### config.mk
export PLATFORM = sky130hd
export DESIGN_NAME = msh_top
export DESIGN_NICKNAME = d
export VERILOG_FILES = /design/src/hw/msh_pkg.sv /design/src/hw/msh_seq_if.sv /design/src/hw/msh_sync.sv /design/src/hw/msh_seq.sv /design/src/hw/msh_top.sv
export SDC_FILE = /design/constraint.sdc
export NUM_CORES = 1
export LEC_CHECK = 0
export ABC_AREA = 1
export BUFFER_PORTS_ARGS = -buffer_cell sky130_fd_sc_hd__buf_2
export CORE_ASPECT_RATIO = 1.25
export CORE_MARGIN = 2
export CORE_UTILIZATION = 50
export CTS_BUF_LIST = sky130_fd_sc_hd__clkbuf_8
export DETAILED_ROUTE_END_ITERATION = 10
export GPL_TIMING_DRIVEN = 0
export PLACE_DENSITY = 0.78
export SYNTH_ARGS = -nofsm -noshare
export SYNTH_HDL_FRONTEND = slang
export SYNTH_SLANG_ARGS = --single-unit
### constraint.sdc
create_clock -name CLK_SYS -period 1.95 [get_ports CLK_SYS]
set_clock_uncertainty 0.15 [all_clocks]
set_input_delay 0.195 -clock CLK_SYS [delete_from_list [all_inputs] [get_ports CLK_SYS]]
set_output_delay 0.195 -clock CLK_SYS [all_outputs]
set_load 0.03 [all_outputs]
### src/hw/msh_pkg.sv
package msh_pkg;
   // ---------------------------------------------------------------
   // timing
   // ---------------------------------------------------------------
   localparam int CLK_PERIOD_NS  = 40;
   localparam int OSC_PERIOD_NS  = 1000;        // sequencer oscillator tick
   localparam int OSC_DIV_CYC    = OSC_PERIOD_NS / CLK_PERIOD_NS;
   localparam int MEAS_LN_NS     = 872000;      // low-noise conversion, longest
   localparam int MEAS_LP_NS     = 253000;      // low-power conversion, longest
   localparam int CONT_PERIOD_NS = 100000000;   // continuous repeat gap
   localparam int MEAS_LN_TICKS  = MEAS_LN_NS / OSC_PERIOD_NS;
   localparam int MEAS_LP_TICKS  = MEAS_LP_NS / OSC_PERIOD_NS;
   localparam int CONT_TICKS     = CONT_PERIOD_NS / OSC_PERIOD_NS;
   localparam int FAST_LIMIT_NS  = 10000;       // clock period of 100 kHz
   localparam int FAST_LIMIT_CYC = FAST_LIMIT_NS / CLK_PERIOD_NS;
   localparam int TICK_W         = 17;
   localparam int PER_W          = 9;

   // ---------------------------------------------------------------
   // fields and reset values
   // ---------------------------------------------------------------
   localparam int              AXES         = 3;
   localparam int              DATA_W       = 16;
   localparam int              EVSEL_DATA_READY_FLAG   = 0;
   localparam int              EVSEL_THR    = 1;
   localparam logic [1:0]      EVSEL_RST    = 2'h0;
   localparam logic            RANGE_RST    = 1'b0;
   localparam logic            DRIVE_RST    = 1'b0;
   localparam logic [15:0]     THR_RST      = 16'h7FFF;
   localparam logic [15:0]     MEAS_RST     = 16'h0000;

   typedef enum logic [1:0] {
      MODE_PDN    = 2'h0,
      MODE_SINGLE = 2'h1,
      MODE_CONT   = 2'h2
   } msh_mode_t;

   typedef enum logic [2:0] {
      SEQ_IDLE = 3'h1,
      SEQ_MEAS = 3'h2,
      SEQ_WAIT = 3'h4
   } msh_seq_state_t;

   // signed compare of one axis against its switch threshold
   function automatic logic msh_exceeds(input logic [15:0] val, input logic [15:0] thr);
      msh_exceeds = $signed(val) > $signed(thr);
   endfunction : msh_exceeds
endpackage : msh_pkg

### src/hw/msh_seq_if.sv
`timescale 1ns/1ps
interface msh_seq_if;
   msh_pkg::msh_mode_t mode;       // operating mode from control
   logic               low_power;  // drive setting
   logic               done;       // conversion finished, one cycle
   logic               busy;       // sensor driven

   modport ctl (output mode, output low_power, input done, input busy);
   modport seq (input mode, input low_power, output done, output busy);
endinterface : msh_seq_if

### src/hw/msh_sync.sv
`timescale 1ns/1ps
module msh_sync #(
   parameter int         W    = 1,
   parameter logic [W-1:0] INIT = '0
) (
   input  wire logic         clk,  // system clock
   input  wire logic         rst,  // sync reset
   input  wire logic [W-1:0] d,    // asynchronous levels
   output logic      [W-1:0] q     // synchronised levels
);
   logic [W-1:0] s1_reg;
   logic [W-1:0] s1_next;
   logic [W-1:0] q_reg;
   logic [W-1:0] q_next;

   // first stage feeds only the second
   always_comb begin
      s1_next = d;
      q_next  = s1_reg;
   end

   always_ff @(posedge clk) begin
      if (rst) begin
         s1_reg <= INIT;
         q_reg  <= INIT;
      end else begin
         s1_reg <= s1_next;
         q_reg  <= q_next;
      end
   end

   assign q = q_reg;
endmodule : msh_sync

### src/hw/msh_seq.sv
`timescale 1ns/1ps
module msh_seq #(
   parameter logic [16:0] MEAS_LN_TICKS = 17'(msh_pkg::MEAS_LN_TICKS),
   parameter logic [16:0] MEAS_LP_TICKS = 17'(msh_pkg::MEAS_LP_TICKS),
   parameter logic [16:0] CONT_TICKS    = 17'(msh_pkg::CONT_TICKS)
) (
   input  wire logic clk,  // system clock
   input  wire logic clr,  // register clear
   msh_seq_if.seq    sif   // control side
);
   localparam logic [7:0] OSC_LAST = 8'(msh_pkg::OSC_DIV_CYC - 1);

   msh_pkg::msh_seq_state_t state_reg, state_next;
   logic [7:0]              osc_reg, osc_next;
   logic [16:0]             cnt_reg, cnt_next;
   logic                    tick;
   logic [16:0]             meas_len;

   // ---------------------------------------------------------------
   // oscillator tick and conversion sequencer
   // ---------------------------------------------------------------
   assign tick     = (osc_reg == OSC_LAST);
   assign meas_len = sif.low_power ? MEAS_LP_TICKS : MEAS_LN_TICKS;
   assign sif.busy = (state_reg == msh_pkg::SEQ_MEAS);

   // counts are in oscillator ticks, never in bus clock edges
   always_comb begin
      osc_next   = tick ? 8'h00 : osc_reg + 8'h01;
      state_next = state_reg;
      cnt_next   = cnt_reg;
      sif.done   = 1'b0;
      case (state_reg)
         msh_pkg::SEQ_IDLE: begin
            if (sif.mode != msh_pkg::MODE_PDN) begin
               state_next = msh_pkg::SEQ_MEAS;
               cnt_next   = meas_len;
            end
         end
         msh_pkg::SEQ_MEAS: begin
            if (sif.mode == msh_pkg::MODE_PDN) begin
               state_next = msh_pkg::SEQ_IDLE;
            end else if (tick) begin
               if (cnt_reg <= 17'h00001) begin
                  sif.done = 1'b1;
                  if (sif.mode == msh_pkg::MODE_CONT) begin
                     state_next = msh_pkg::SEQ_WAIT;
                     cnt_next   = CONT_TICKS;
                  end else begin
                     state_next = msh_pkg::SEQ_IDLE;
                  end
               end else begin
                  cnt_next = cnt_reg - 17'h00001;
               end
            end
         end
         msh_pkg::SEQ_WAIT: begin
            if (sif.mode != msh_pkg::MODE_CONT) begin
               state_next = msh_pkg::SEQ_IDLE;
            end else if (tick) begin
               if (cnt_reg <= 17'h00001) begin
                  state_next = msh_pkg::SEQ_MEAS;
                  cnt_next   = meas_len;
               end else begin
                  cnt_next = cnt_reg - 17'h00001;
               end
            end
         end
         default: state_next = msh_pkg::SEQ_IDLE;
      endcase
   end

   always_ff @(posedge clk) begin
      if (clr) begin
         state_reg <= msh_pkg::SEQ_IDLE;
         osc_reg   <= 8'h00;
         cnt_reg   <= 17'h00000;
      end else begin
         state_reg <= state_next;
         osc_reg   <= osc_next;
         cnt_reg   <= cnt_next;
      end
   end
endmodule : msh_seq

### src/hw/msh_top.sv
`timescale 1ns/1ps
module msh_top #(
   parameter logic [16:0] MEAS_LN_TICKS = 17'(msh_pkg::MEAS_LN_TICKS),
   parameter logic [16:0] MEAS_LP_TICKS = 17'(msh_pkg::MEAS_LP_TICKS),
   parameter logic [16:0] CONT_TICKS    = 17'(msh_pkg::CONT_TICKS)
) (
   input  wire logic        CLK_SYS,          // 25 MHz clock
   input  wire logic        SYS_RST,          // sync reset, high
   input  wire logic        RESET_N_PIN,      // register reset pin, low
   input  wire logic        SPI_SELECT_N,     // chip select pin
   input  wire logic        ADDR_SELECT_PIN,  // address select pin
   input  wire logic        SERIAL_CLOCK_IN,  // bus clock pin
   input  wire logic        SO_DATA,          // shift-out bit from serial engine
   input  wire logic        SDA_PULL,         // serial engine pulls data low
   input  wire logic        CFG_WR,           // config write strobe
   input  wire logic [1:0]  CFG_MODE,         // operation mode code
   input  wire logic        CFG_WIDE_RANGE,   // 1 = wide range
   input  wire logic        CFG_LOW_POWER,    // 1 = low-power drive
   input  wire logic [1:0]  CFG_EVENT_SEL,    // bit0 ready, bit1 threshold
   input  wire logic [15:0] CFG_THR_X,        // x switch threshold
   input  wire logic [15:0] CFG_THR_Y,        // y switch threshold
   input  wire logic [15:0] CFG_THR_Z,        // z switch threshold
   input  wire logic        DATA_READ,        // host read, clears ready
   input  wire logic [15:0] ADC_X,            // converter x result
   input  wire logic [15:0] ADC_Y,            // converter y result
   input  wire logic [15:0] ADC_Z,            // converter z result
   input  wire logic        ADC_OVF,          // converter overflow
   output logic             EVENT_OUT,        // push-pull event, high
   output logic             EVENT_OUT_OPEN_DRAIN_O,  // open-drain level
   output logic             EVENT_OUT_OPEN_DRAIN_OE, // pulls low when high
   output logic             SO_O,             // serial data out
   output logic             SO_OE,            // serial out driven
   output logic             SDA_O,            // data line level
   output logic             SDA_OE,           // data line pulled low
   output logic             I2C_MODE,         // two-wire bus selected
   output logic             SLAVE_ADDR_SEL,   // address select bit
   output logic             BUS_FAST,         // fast speed detected
   output logic             SPI_SAMPLE,       // rising edge, input sample
   output logic             SPI_SHIFT,        // falling edge, output shift
   output logic [15:0]      MEAS_X,           // x result
   output logic [15:0]      MEAS_Y,           // y result
   output logic [15:0]      MEAS_Z,           // z result
   output logic             OVERFLOW,         // last conversion overflowed
   output logic [2:0]       SWITCH_BITS,      // per-axis threshold state
   output logic             DATA_READY,       // data ready flag
   output logic             THRESHOLD_STATE,  // threshold crossing state
   output logic [1:0]       MODE_STATE,       // current mode
   output logic             WIDE_RANGE,       // range to front end
   output logic             LOW_POWER_DRIVE,  // drive to front end
   output logic             SENSOR_ON         // sensor driven
);
   localparam logic [8:0] FAST_LIM = 9'(msh_pkg::FAST_LIMIT_CYC);
   localparam logic [8:0] PER_MAX  = 9'h1FF;

   msh_seq_if sif ();

   logic [3:0]  pins_s;
   logic        rst_n_s, sel_n_s, addr_s, sck_s, clr;

   // ---------------------------------------------------------------
   // pin synchronisers
   // ---------------------------------------------------------------
   msh_sync #(.W(4), .INIT(4'hF)) u_sync (
      .clk (CLK_SYS),
      .rst (SYS_RST),
      .d   ({RESET_N_PIN, SPI_SELECT_N, ADDR_SELECT_PIN, SERIAL_CLOCK_IN}),
      .q   (pins_s)
   );
   assign {rst_n_s, sel_n_s, addr_s, sck_s} = pins_s;
   assign clr = SYS_RST | ~rst_n_s;

   // ---------------------------------------------------------------
   // configuration group
   // ---------------------------------------------------------------
   msh_pkg::msh_mode_t mode_reg, mode_next;
   logic               range_reg, range_next, drive_reg, drive_next;
   logic [1:0]         evsel_reg, evsel_next;
   logic [15:0]        thr_reg [3];
   logic [15:0]        thr_next [3];

   // an undefined mode code falls back to power-down
   always_comb begin
      mode_next  = mode_reg;
      range_next = range_reg;
      drive_next = drive_reg;
      evsel_next = evsel_reg;
      thr_next   = thr_reg;
      if (sif.done && mode_reg == msh_pkg::MODE_SINGLE) begin
         mode_next = msh_pkg::MODE_PDN;
      end
      if (CFG_WR) begin
         case (CFG_MODE)
            2'h1:    mode_next = msh_pkg::MODE_SINGLE;
            2'h2:    mode_next = msh_pkg::MODE_CONT;
            default: mode_next = msh_pkg::MODE_PDN;
         endcase
         range_next  = CFG_WIDE_RANGE;
         drive_next  = CFG_LOW_POWER;
         evsel_next  = CFG_EVENT_SEL;
         thr_next[0] = CFG_THR_X;
         thr_next[1] = CFG_THR_Y;
         thr_next[2] = CFG_THR_Z;
      end
   end

   always_ff @(posedge CLK_SYS) begin
      if (clr) begin
         mode_reg  <= msh_pkg::MODE_PDN;
         range_reg <= msh_pkg::RANGE_RST;
         drive_reg <= msh_pkg::DRIVE_RST;
         evsel_reg <= msh_pkg::EVSEL_RST;
         for (int i = 0; i < msh_pkg::AXES; i++) begin
            thr_reg[i] <= msh_pkg::THR_RST;
         end
      end else begin
         mode_reg  <= mode_next;
         range_reg <= range_next;
         drive_reg <= drive_next;
         evsel_reg <= evsel_next;
         thr_reg   <= thr_next;
      end
   end

   assign sif.mode      = mode_reg;
   assign sif.low_power = drive_reg;

   msh_seq #(
      .MEAS_LN_TICKS (MEAS_LN_TICKS),
      .MEAS_LP_TICKS (MEAS_LP_TICKS),
      .CONT_TICKS    (CONT_TICKS)
   ) u_seq (
      .clk (CLK_SYS),
      .clr (clr),
      .sif (sif.seq)
   );

   // ---------------------------------------------------------------
   // measurement and event group
   // ---------------------------------------------------------------
   logic [15:0] meas_reg [3];
   logic [15:0] meas_next [3];
   logic [2:0]  sw_reg, sw_next;
   logic        ovf_reg, ovf_next, data_ready_flag_reg, data_ready_flag_next;
   logic        thr_st_reg, thr_st_next, evt_reg, evt_next, on_reg, on_next;

   // results stay frozen between conversions; set of ready beats a read
   always_comb begin
      meas_next   = meas_reg;
      sw_next     = sw_reg;
      ovf_next    = ovf_reg;
      thr_st_next = thr_st_reg;
      data_ready_flag_next   = data_ready_flag_reg & ~DATA_READ;
      if (sif.done) begin
         meas_next[0] = ADC_X;
         meas_next[1] = ADC_Y;
         meas_next[2] = ADC_Z;
         ovf_next     = ADC_OVF;
         sw_next[0]   = msh_pkg::msh_exceeds(ADC_X, thr_reg[0]);
         sw_next[1]   = msh_pkg::msh_exceeds(ADC_Y, thr_reg[1]);
         sw_next[2]   = msh_pkg::msh_exceeds(ADC_Z, thr_reg[2]);
         thr_st_next  = |sw_next;
         data_ready_flag_next    = 1'b1;
      end
      evt_next = (evsel_reg[msh_pkg::EVSEL_DATA_READY_FLAG] & data_ready_flag_reg)
               | (evsel_reg[msh_pkg::EVSEL_THR] & thr_st_reg);
      on_next  = sif.busy;
   end

   always_ff @(posedge CLK_SYS) begin
      if (clr) begin
         for (int i = 0; i < msh_pkg::AXES; i++) begin
            meas_reg[i] <= msh_pkg::MEAS_RST;
         end
         sw_reg     <= 3'h0;
         ovf_reg    <= 1'b0;
         data_ready_flag_reg   <= 1'b0;
         thr_st_reg <= 1'b0;
         evt_reg    <= 1'b0;
         on_reg     <= 1'b0;
      end else begin
         meas_reg   <= meas_next;
         sw_reg     <= sw_next;
         ovf_reg    <= ovf_next;
         data_ready_flag_reg   <= data_ready_flag_next;
         thr_st_reg <= thr_st_next;
         evt_reg    <= evt_next;
         on_reg     <= on_next;
      end
   end

   // ---------------------------------------------------------------
   // serial pin group
   // ---------------------------------------------------------------
   logic       i2c_reg, i2c_next, addr_reg, addr_next, sck_d_reg;
   logic       fast_reg, fast_next, smp_reg, smp_next, shf_reg, shf_next;
   logic       so_reg, so_next, so_oe_reg, so_oe_next, sda_oe_reg, sda_oe_next;
   logic [8:0] per_reg, per_next;

   // bus clock is only sampled here; its edges come from the delayed copy
   always_comb begin
      i2c_next    = sel_n_s;
      addr_next   = sel_n_s & addr_s;
      so_oe_next  = ~sel_n_s;
      so_next     = ~sel_n_s & SO_DATA;
      sda_oe_next = sel_n_s & SDA_PULL;
      smp_next    = ~sel_n_s & sck_s & ~sck_d_reg;
      shf_next    = ~sel_n_s & ~sck_s & sck_d_reg;
      per_next    = (per_reg == PER_MAX) ? per_reg : per_reg + 9'h001;
      fast_next   = fast_reg;
      if (sel_n_s && sck_s && !sck_d_reg) begin
         fast_next = (per_reg < FAST_LIM);
         per_next  = 9'h000;
      end
   end

   always_ff @(posedge CLK_SYS) begin
      if (clr) begin
         i2c_reg    <= 1'b1;
         addr_reg   <= 1'b0;
         so_reg     <= 1'b0;
         so_oe_reg  <= 1'b0;
         sda_oe_reg <= 1'b0;
         smp_reg    <= 1'b0;
         shf_reg    <= 1'b0;
         sck_d_reg  <= 1'b1;
         per_reg    <= PER_MAX;
         fast_reg   <= 1'b0;
      end else begin
         i2c_reg    <= i2c_next;
         addr_reg   <= addr_next;
         so_reg     <= so_next;
         so_oe_reg  <= so_oe_next;
         sda_oe_reg <= sda_oe_next;
         smp_reg    <= smp_next;
         shf_reg    <= shf_next;
         sck_d_reg  <= sck_s;
         per_reg    <= per_next;
         fast_reg   <= fast_next;
      end
   end

   // open-drain lines only ever drive zero
   logic zero_reg;
   always_ff @(posedge CLK_SYS) begin
      zero_reg <= 1'b0;
   end

   // ---------------------------------------------------------------
   // outputs
   // ---------------------------------------------------------------
   assign EVENT_OUT               = evt_reg;
   assign EVENT_OUT_OPEN_DRAIN_O  = zero_reg;
   assign EVENT_OUT_OPEN_DRAIN_OE = evt_reg;
   assign SO_O            = so_reg;
   assign SO_OE           = so_oe_reg;
   assign SDA_O           = zero_reg;
   assign SDA_OE          = sda_oe_reg;
   assign I2C_MODE        = i2c_reg;
   assign SLAVE_ADDR_SEL  = addr_reg;
   assign BUS_FAST        = fast_reg;
   assign SPI_SAMPLE      = smp_reg;
   assign SPI_SHIFT       = shf_reg;
   assign MEAS_X          = meas_reg[0];
   assign MEAS_Y          = meas_reg[1];
   assign MEAS_Z          = meas_reg[2];
   assign OVERFLOW        = ovf_reg;
   assign SWITCH_BITS     = sw_reg;
   assign DATA_READY      = data_ready_flag_reg;
   assign THRESHOLD_STATE = thr_st_reg;
   assign MODE_STATE      = mode_reg;
   assign WIDE_RANGE      = range_reg;
   assign LOW_POWER_DRIVE = drive_reg;
   assign SENSOR_ON       = on_reg;
endmodule : msh_top

Word-level counts from Yosys, hierarchy flattened --
Index checks and enable logic that the tools add are counted.
Word-level totals: input port bits 113, flip-flop bits (word level) 164, word-level logic and storage cells 118, output and inout port bits 71
Operators by class: add/sub/neg operators 3, $lt $le $gt $ge 5, reduce and logical (&&, ||, !) cells 12, equal/unequal tests 21, mux-type cells 29, bitwise logic cells 17
Operator list (number):
- $mux W17 | 8
- $pmux W17 S3 | 1
- $gt A16 B16 Y1 | 3
- $mux W3 | 8
- $mux W9 | 2
- $le A17 B1 Y1 const B | 1
- $sub A17 B1 Y17 const B | 1
- $ne A3 B1 Y1 const B | 4
- $and A1 B1 Y1 | 10
- $mux W10 | 1
- $add A9 B1 Y9 const B | 1
- $eq A9 B9 Y1 const B | 1
- $lt A9 B8 Y1 const B | 1
- $pmux W3 S3 | 1
- $add A8 B1 Y8 const B | 1
- $eq A8 B5 Y1 const B | 1
- $ne A2 B1 Y1 const B | 4
- $reduce_and A7 Y1 | 1
- $ne A2 B2 Y1 const B | 3
- $mux W1 | 5
- $not A1 Y1 | 5
- $reduce_and A5 Y1 | 1
- $eq A2 B1 Y1 const B | 2
- $eq A2 B2 Y1 const B | 2
- other kinds (14) | 19

Logic depth before layout (Yosys ltp) --
Gate-level depths: netlist (run 1).
word-level depth 8, gate-level depth with buffers 17, mapped depth without buffers 17

Modules after synthesis --
From an unflattened synthesis (run 1), not the netlist that was laid out.
Unflattened totals: cells, all modules 1062, area total of the unflattened synthesis 7806.2 um^2
Modules (own cells, without submodules):
- msh_top | seq. area each 2562.5 um^2, cells an instance 757, area each 5789.3 um^2, instances 1
- msh_seq | seq. area each 560.5 um^2, cells an instance 280, area each 1793.0 um^2, instances 1
- msh_sync | seq. area each 160.2 um^2, cells an instance 25, area each 224.0 um^2, instances 1

Worst setup path after synthesis (run 1) --
Ideal clock, no wire load.
kind reg-to-reg, from register per_reg[0], to register per_reg[5], buffers on the path 0, clock period less this slack 1991 ps, arrival time 1708 ps, setup slack -41 ps, cell stages (with the launch flop) 14, library setup time 133 ps, data required time 1667 ps, cell sequence dfxtp_1 ha_1 inv_1 nor2_1 inv_1 nor2_1 inv_1 nor2_1 ha_1 inv_1 nor2_1 nor3_1 nor2_1 o21ai_0
Between the ends: word-level cells in the longest chain between the ends 3, elaborated cells between the ends (all ways) 5, those cells by class add/sub: 1; eq/ne: 2; mux: 2
RTL lines:
- start: declaration | line msh_top.sv:197 | logic [8:0] per_reg, per_next;
- start signal: assignment | line msh_top.sv:237 | per_reg <= per_next;
- $add A9 B1 Y9 | line msh_top.sv:208 | per_next = (per_reg == PER_MAX) ? per_reg : per_reg + 9'h001;
- $mux W9 | line msh_top.sv:208
- $mux W9 | line msh_top.sv:210 | if (sel_n_s && sck_s && !sck_d_reg) begin
Parallel ways exist; a longest one is shown, timed or not. The select of a mux whose other input is x is not followed. A chain may end at the register's enable or synchronous reset.

Worst setup path after layout (run 1) --
from input ADC_X[8], to register thr_st_reg, in the netlist THRESHOLD_STATE
Between the ends: word-level cells in the longest chain between the ends 2
RTL lines:
- start: declaration | line msh_top.sv:24 | input wire logic [15:0] ADC_X,
- $gt A16 B16 Y1 | line msh_pkg.sv:46 | msh_exceeds = $signed(val) > $signed(thr);
- $reduce_or A3 Y1 | line msh_top.sv:161 | thr_st_next = |sw_next;
- end signal: assignment | line msh_top.sv:185 | thr_st_reg <= thr_st_next;
- end: declaration | line msh_top.sv:144 | logic thr_st_reg, thr_st_next, evt_reg, evt_next, on_reg, on_next;
No other way between the ends.

==> impl_metrics.toml, run 1 <==
[global_routing]
grt_pass1_vias = 8405
grt_pass1_wl_mm = 39.3
grt_usage_pct = 30.4
grt_max_degree = 17
grt_antenna_before_repair = 0
grt_overflow = 0

[setup_path]
crit_required_ps = 2130
worst_setup_path_start_kind = "input pin"
crit_chain = "dlygate4sd3_1 -> buf_2 -> ha_1 -> nand4_1 -> nor3_2 -> nand2_2 -> nand3_1 -> nand2_1 -> nand2_2 -> nand2_1 -> nand2_1 -> a21oi_2"
critical-path-top-delay-family = "simple AND/OR/NAND/NOR gates"
worstSetupPathType = "in -> reg"
r2r_setup_slack_ps = -180
critical_path_arrival_ps = 2320
crit_fanout = 2
path_buf_inv = 2
crit_slowest_cell = "dlygate4sd3_1"
reg2reg_depth = 11
r2r_end = "THRESHOLD_STATE$_SDFFE_PP0P_"
reg2reg_from = "thr_reg[43]$_SDFFE_PP1P_"
end_kind = "flop"
crit_top_cell = "nand2_1"
max_stage_delay_ps = 550

[status]
violations = "negative setup slack"
status = "finished with violations"

[synth]
synthTopCellsByCount = "dfxtp_1, nor2_1, nand2_1"
netlist_area_sq_um = 7610
synth_cell_types = 40
synth_edf_count = 0
yosysWarnings = 0
synth_most_common_cell = "dfxtp_1"
synth_top_area_share_pct = 43.2
synth-main-ff-cell = "dfxtp_1"
ys_ff_latch = 164
async_flop_share_pct = 0
synth.area.top_cells = "dfxtp_1, ha_1, nor2_1, o21ai_0, nand2_1"
yosysSeqAreaShare_pct = 43.2
synth_area_leader_cell = "dfxtp_1"
postSynthCellCount = 1019
syn_area_per_cell_sq_um = 7.46

[floorplan]
ios = 184
start_util_pct = 50.9
die_w_microns = 114
row_count = 50
dieHeight_microns = 142
die_area_sq_um = 16200
core-area_sq_um = 15000

[final_layout]
drive_gt1_share_pct = 28.8
areaGrowthSynthToFinish_pct = 47.5
regArea_sq_um = 3330
multi_input_area_sq_um = 4130
fin_util_pct = 75.0
nNetsFinal = 1531
fillers = 922
fin_area_sq_um = 11200
diodes = 0
largest_reg_flops = 48

[clock_network]
clock_latency_ps = 470
cts.sink_count = 164
cts.htree.levels = 4
clk_path_buf_depth = 2
cts_buffers = 17
cts_tree = "done"
cts-root-buf = "clkbuf_8"
clkTransAtPathRegs_ps = 90

[route]
wl_met3_mm = 1.88
wl_per_cell_microns = 17.9
dr.pass1.iters = 7
met1_length_mm = 10.1
wl_met2_mm = 14.4
ant_nets = 0
drcViolationCount = 0
routed.top_layer = "met4"
routed-via-count = 8756
viasPerCell = 5.62
drt_iter0_drc = 789
drt_wl_total_mm = 27.9

[sta]
relSlewSlack_pct = 51.8
final.period_utilization_pct = 109
fin_crit_ps = 2130
setup_viol = 13
finalWorstSetupSlack_ps = -184
max_freq_mhz = 468
hold_viol_final = 0
final_max_slew_viol_count = 0
worst_pin_slew_ps = 723
rsz0062_at_grt = "true"

[worst_hold_path]
hold_path.startpoint = "u_sync.q_next[2]$_SDFF_PP1_"
hold_class = "reg -> reg"
hold_end = "u_sync.q[2]$_SDFF_PP1_"
holdPathStages = 1

[power]
ir_drop_v = 0.000574
power.share.clock_pct = 24.7
power_frac_seq_pct = 36.0
power.static_leakage_uw = 0.00560
comb_power_share_pct = 39.3
p_int_uw = 6850
p_switching_uw = 4100
p_per_area_nw_per_um2 = 976
p_sw_share_pct = 37.4

[run]
maxCapViolations = 0

[placement]
gp_congestion = 0.870
place_ws_ps = -261
dpl_cell_area_sq_um = 8740
io_buffers = 180
hpwl_mm = 15.1
==> how the worst max path moves through the flow <==
| stage | from | end | slack (ps) | depth (start not counted) |
|---|---|---|---|---|
| final | ADC_X[8] | THRESHOLD_STATE$_SDFFE_PP0P_ | -180 | 12 |
| after global routing | thr_reg[43]$_SDFFE_PP1P_ | THRESHOLD_STATE$_SDFFE_PP0P_ | -250 | 12 |
| after CTS | per_reg[0]$_SDFFE_PP1P_ | per_reg[5]$_SDFFE_PP1P_ | -10 | 14 |
| after detailed placement | per_reg[0]$_SDFFE_PP1P_ | per_reg[5]$_SDFFE_PP1P_ | -260 | 14 |
| after global placement | per_reg[0]$_SDFFE_PP1P_ | per_reg[4]$_SDFFE_PP1P_ | -210 | 13 |
| after floorplan | per_reg[0]$_SDFFE_PP1P_ | per_reg[5]$_SDFFE_PP1P_ | 10 | 13 |
==> per-layer routing <==
layer	vias up	GRT usage, %
met5	-	0
met2	509	53.6
met4	0	17.8
met1	4079	33.1
li1	4006	-
met3	162	7.05
==> power by group through the flow <==
stage / Clock, uW / Combinational (uW) / Sequential [uW]
after floorplan: 0 / 2180 / 3870
after global placement: 0 / 2810 / 3880
after detailed placement: 0 / 2870 / 3890
after CTS: 2680 / 3260 / 3830
after global routing: 2850 / 4680 / 3970
final: 2710 / 4300 / 3940
==> repair_timing <==
item / 4_1_cts / 5_1_grt
hold buffers: 116 / 0
endpoints found under the hold margin: 114 / 0
setup buffers: 12 / 12
gates cloned: 0 / 5
gates resized for setup: 31 / 190
setup endpoints to repair: 61 / 93
pin swaps: 7 / 52
==> placed cells by master (no fill, tap or decap), drive strengths merged <==
cell	instances
o211ai	6
nand3b	1
or2	8
clkinv	5
a21o	1
ha	54
xor2	9
o31ai	2
bufinv	3
dfxtp	164
nand4	5
buf	221
clkinvlp	3
o21bai	2
dlygate4sd3	116
conb	2
a31oi	1
o21ai	130
inv	110
xnor2	4
and3	1
a21boi	1
a21oi	108
nand2	159
nor3b	2
a211oi	3
o21a	2
clkbuf	50
nor3	12
nor2	165
o221ai	1
nand3	26
==> final cells by class <==
class	instances	share of cell area (%)
plain buffers	43	2.58
clock buffers	19	2.33
clock inverters	13	1.55
inverters	108	3.79
multi-input cells	705	36.8
flip-flops and latches	164	29.7
well taps	182	2.03
repair buffers	325	21.2
==> per-stage QoR <==
stage,power (uW),std cells,setup TNS [ps],hold slack [ps]
6_report,10900,1559,-560,264
5_1_grt,11500,1559,-3670,281
3_5_place_dp,6760,1382,-6500,231
4_1_cts,9770,1542,-10.3,264
2_1_floorplan,6040,1020,0,149
3_3_place_gp,6700,1382,-4260,228
==> logic make-up (layout without fill, tap and decap cells) <==
kind of cell | Yosys count | count (layout) | share of synthesized area [%]
other | 1 | 2 | 0.0493
xor gates and xnor gates | 13 | 13 | 1.50
and+or+nand+nor | 379 | 379 | 20.7
buffers and inverters | 151 | 508 | 8.14
adders and majority gates | 54 | 54 | 8.88
DFF | 164 | 164 | 43.2
AOI/OAI and AO/OA | 257 | 257 | 17.5
Note: power is estimated with default switching activity, not from simulation.
==> inputs of run 2 (changes only) <==
--- a/config.mk
+++ b/config.mk
@@ -14,6 +14,7 @@
 export DETAILED_ROUTE_END_ITERATION = 10
 export GPL_TIMING_DRIVEN = 0
 export PLACE_DENSITY = 0.78
+export SKIP_LAST_GASP = 1
 export SYNTH_ARGS = -nofsm -noshare
 export SYNTH_HDL_FRONTEND = slang
 export SYNTH_SLANG_ARGS = --single-unit
==> run 2 against run 1 <==
Against the previous run: the flow still finishes with violations (negative setup slack); worst hold slack improved by 0.62 ps; sequential share of layout area grew 0.066 points; global-route usage did not move; total power down 0.43%; register-to-register slack gained 50 ps; via count shrank 2.9%; first-iteration DRC count decreased by 8.0%; clock power hardly changed; sequential power barely moved; maximum frequency grew 2.5%; critical path type is now reg -> reg.
==> impl_metrics.toml, run 2 (same netlist as run 1, synthesis figures left out) <==
[status]
status = "finished with violations"
violations = "negative setup slack"

[final_layout]
diodes = 0
areaGrowthSynthToFinish_pct = 47.1
largest_reg_flops = 48
fin_area_sq_um = 11200
layout_common_cells = "buf_2, dfxtp_1, nand2_1"
drive_gt1_share_pct = 28.4
final_common_cell = "buf_2"
nNetsFinal = 1531
post_layout_nonfiller_instances = 1559

[route]
drt_wl_total_mm = 27.0
ant_nets = 0
routed-via-count = 8505
drcViolationCount = 0
viasPerCell = 5.46
wl_per_cell_microns = 17.3
dr.pass1.iters = 5
drt_iter0_drc = 726

[setup_path]
end_kind = "flop"
crit_fanout = 3
r2r_end = "THRESHOLD_STATE$_SDFFE_PP0P_"
critical_path_arrival_ps = 2340
r2r_setup_slack_ps = -130
worst_setup_path_start_kind = "flop"
crit_required_ps = 2210
worstSetupPathType = "reg -> reg"
reg2reg_from = "thr_reg[43]$_SDFFE_PP1P_"
reg2reg_depth = 12

[floorplan]
die_w_microns = 114
die_area_sq_um = 16200
row_count = 50
core-area_sq_um = 15000
start_util_pct = 50.9
dieHeight_microns = 142
ios = 184

[sta]
finalWorstSetupSlack_ps = -132
rsz0062_at_grt = "true"
relSlewSlack_pct = 54.7
final.period_utilization_pct = 107
fin_crit_ps = 2080
finalHoldWorstSlack_ps = 264
worst_pin_slew_ps = 679
max_freq_mhz = 480
final_max_slew_viol_count = 0
setup_viol = 8
hold_viol_final = 0

[global_routing]
grt_pass1_vias = 8405
grt_overflow = 0
grt_max_degree = 17
grt_pass1_wl_mm = 39.3
grt_usage_pct = 30.4
grt_antenna_before_repair = 0

[placement]
io_buffers = 180
gp_congestion = 0.870
placed_cells = 1382
hpwl_mm = 15.1
dpl_cell_area_sq_um = 8740

[power]
comb_power_share_pct = 39.0
finalPower_uw = 10900
p_int_uw = 6840
power.static_leakage_uw = 0.00560
power_frac_seq_pct = 36.1
p_sw_share_pct = 37.2
p_switching_uw = 4060
p_per_area_nw_per_um2 = 974
power.share.clock_pct = 24.9
ir_drop_v = 0.000568

[clock_network]
cts-root-buf = "clkbuf_8"
cts.sink_count = 164
cts_buffers = 17
cts_tree = "done"
clk_path_buf_depth = 2
clock_latency_ps = 480
clkTransAtPathRegs_ps = 90
cts.htree.levels = 4

[worst_hold_path]
hold_class = "reg -> reg"
hold_end = "u_sync.q[2]$_SDFF_PP1_"
hold_path.startpoint = "u_sync.q_next[2]$_SDFF_PP1_"
holdPathStages = 1

[run]
maxCapViolations = 0
==> run 2: cell counts in the layout (fill, tap and decap cells not counted) <==
Identical to the previous run, type by type.
==> run 2: metal layers <==
| layer | wire length [microns] | GRT usage [%] | vias to the layer above |
|---|---|---|---|
| met2 | 14100 | 53.6 | 449 |
| met1 | 9760 | 33.1 | 3931 |
| li1 | - | - | 4014 |
| met5 | 0 | 0 | - |
| met3 | 1890 | 7.05 | 111 |
| met4 | 1220 | 17.8 | 0 |
==> run 2: final cells by class <==
class / count / area, sq um
multi-input cells: 705 / 4100
fillers: 931 / 3760
flip-flops and latches: 164 / 3330
repair buffers: 325 / 2380
inverters: 108 / 425
plain buffers: 43 / 289
clock buffers: 19 / 262
well taps: 182 / 228
clock inverters: 13 / 174
==> run 2: worst max-delay path by stage <==
stage	startpoint	end	slack (ps)	depth (start not counted)
floorplan	per_reg[0]$_SDFFE_PP1P_	per_reg[5]$_SDFFE_PP1P_	10	13
global placement	per_reg[0]$_SDFFE_PP1P_	per_reg[4]$_SDFFE_PP1P_	-210	13
detailed placement	per_reg[0]$_SDFFE_PP1P_	per_reg[5]$_SDFFE_PP1P_	-260	14
CTS	per_reg[0]$_SDFFE_PP1P_	per_reg[5]$_SDFFE_PP1P_	-10	14
global route	thr_reg[42]$_SDFFE_PP1P_	THRESHOLD_STATE$_SDFFE_PP0P_	-220	12
finish	thr_reg[43]$_SDFFE_PP1P_	THRESHOLD_STATE$_SDFFE_PP0P_	-130	12
==> run 2: through the flow <==
stage	TNS, ps	utilization (%)	setup slack, ps
2_1_floorplan	0	-	11.7
3_3_place_gp	-4260	58.5	-212
3_5_place_dp	-6500	58.5	-261
4_1_cts	-12.1	70.3	-12.1
5_1_grt	-3410	74.9	-220
6_report	-298	74.9	-132
==> run 2: repair_timing <==
item / in CTS / in global routing
cloned: 0 / 5
pin swaps: 7 / 50
setup buffers: 12 / 12
resized for setup: 30 / 185
setup endpoints to repair: 61 / 93
hold buffers: 116 / 0
endpoints found under the hold margin: 114 / 0
==> run 2: power by group through the flow <==
stage | clock network (uW) | logic (uW) | registers [uW]
after floorplan | 0 | 2180 | 3870
after global placement | 0 | 2810 | 3880
after detailed placement | 0 | 2870 | 3890
after CTS | 2680 | 3260 | 3830
after global routing | 2850 | 4650 | 3960
final | 2710 | 4260 | 3930
==> run 2: worst max-delay path: stages, from the launching register on <==
cell and delay [ps]:
dfxtp_1 350, inv_1 90, ha_4 280, nand4_1 130
nor3_2 330, nand2_2 120, nand2_1 90, nand2_1 60
nand2_1 90, nand2_2 70, nand2_1 60, nand2_1 70
a21oi_2 120
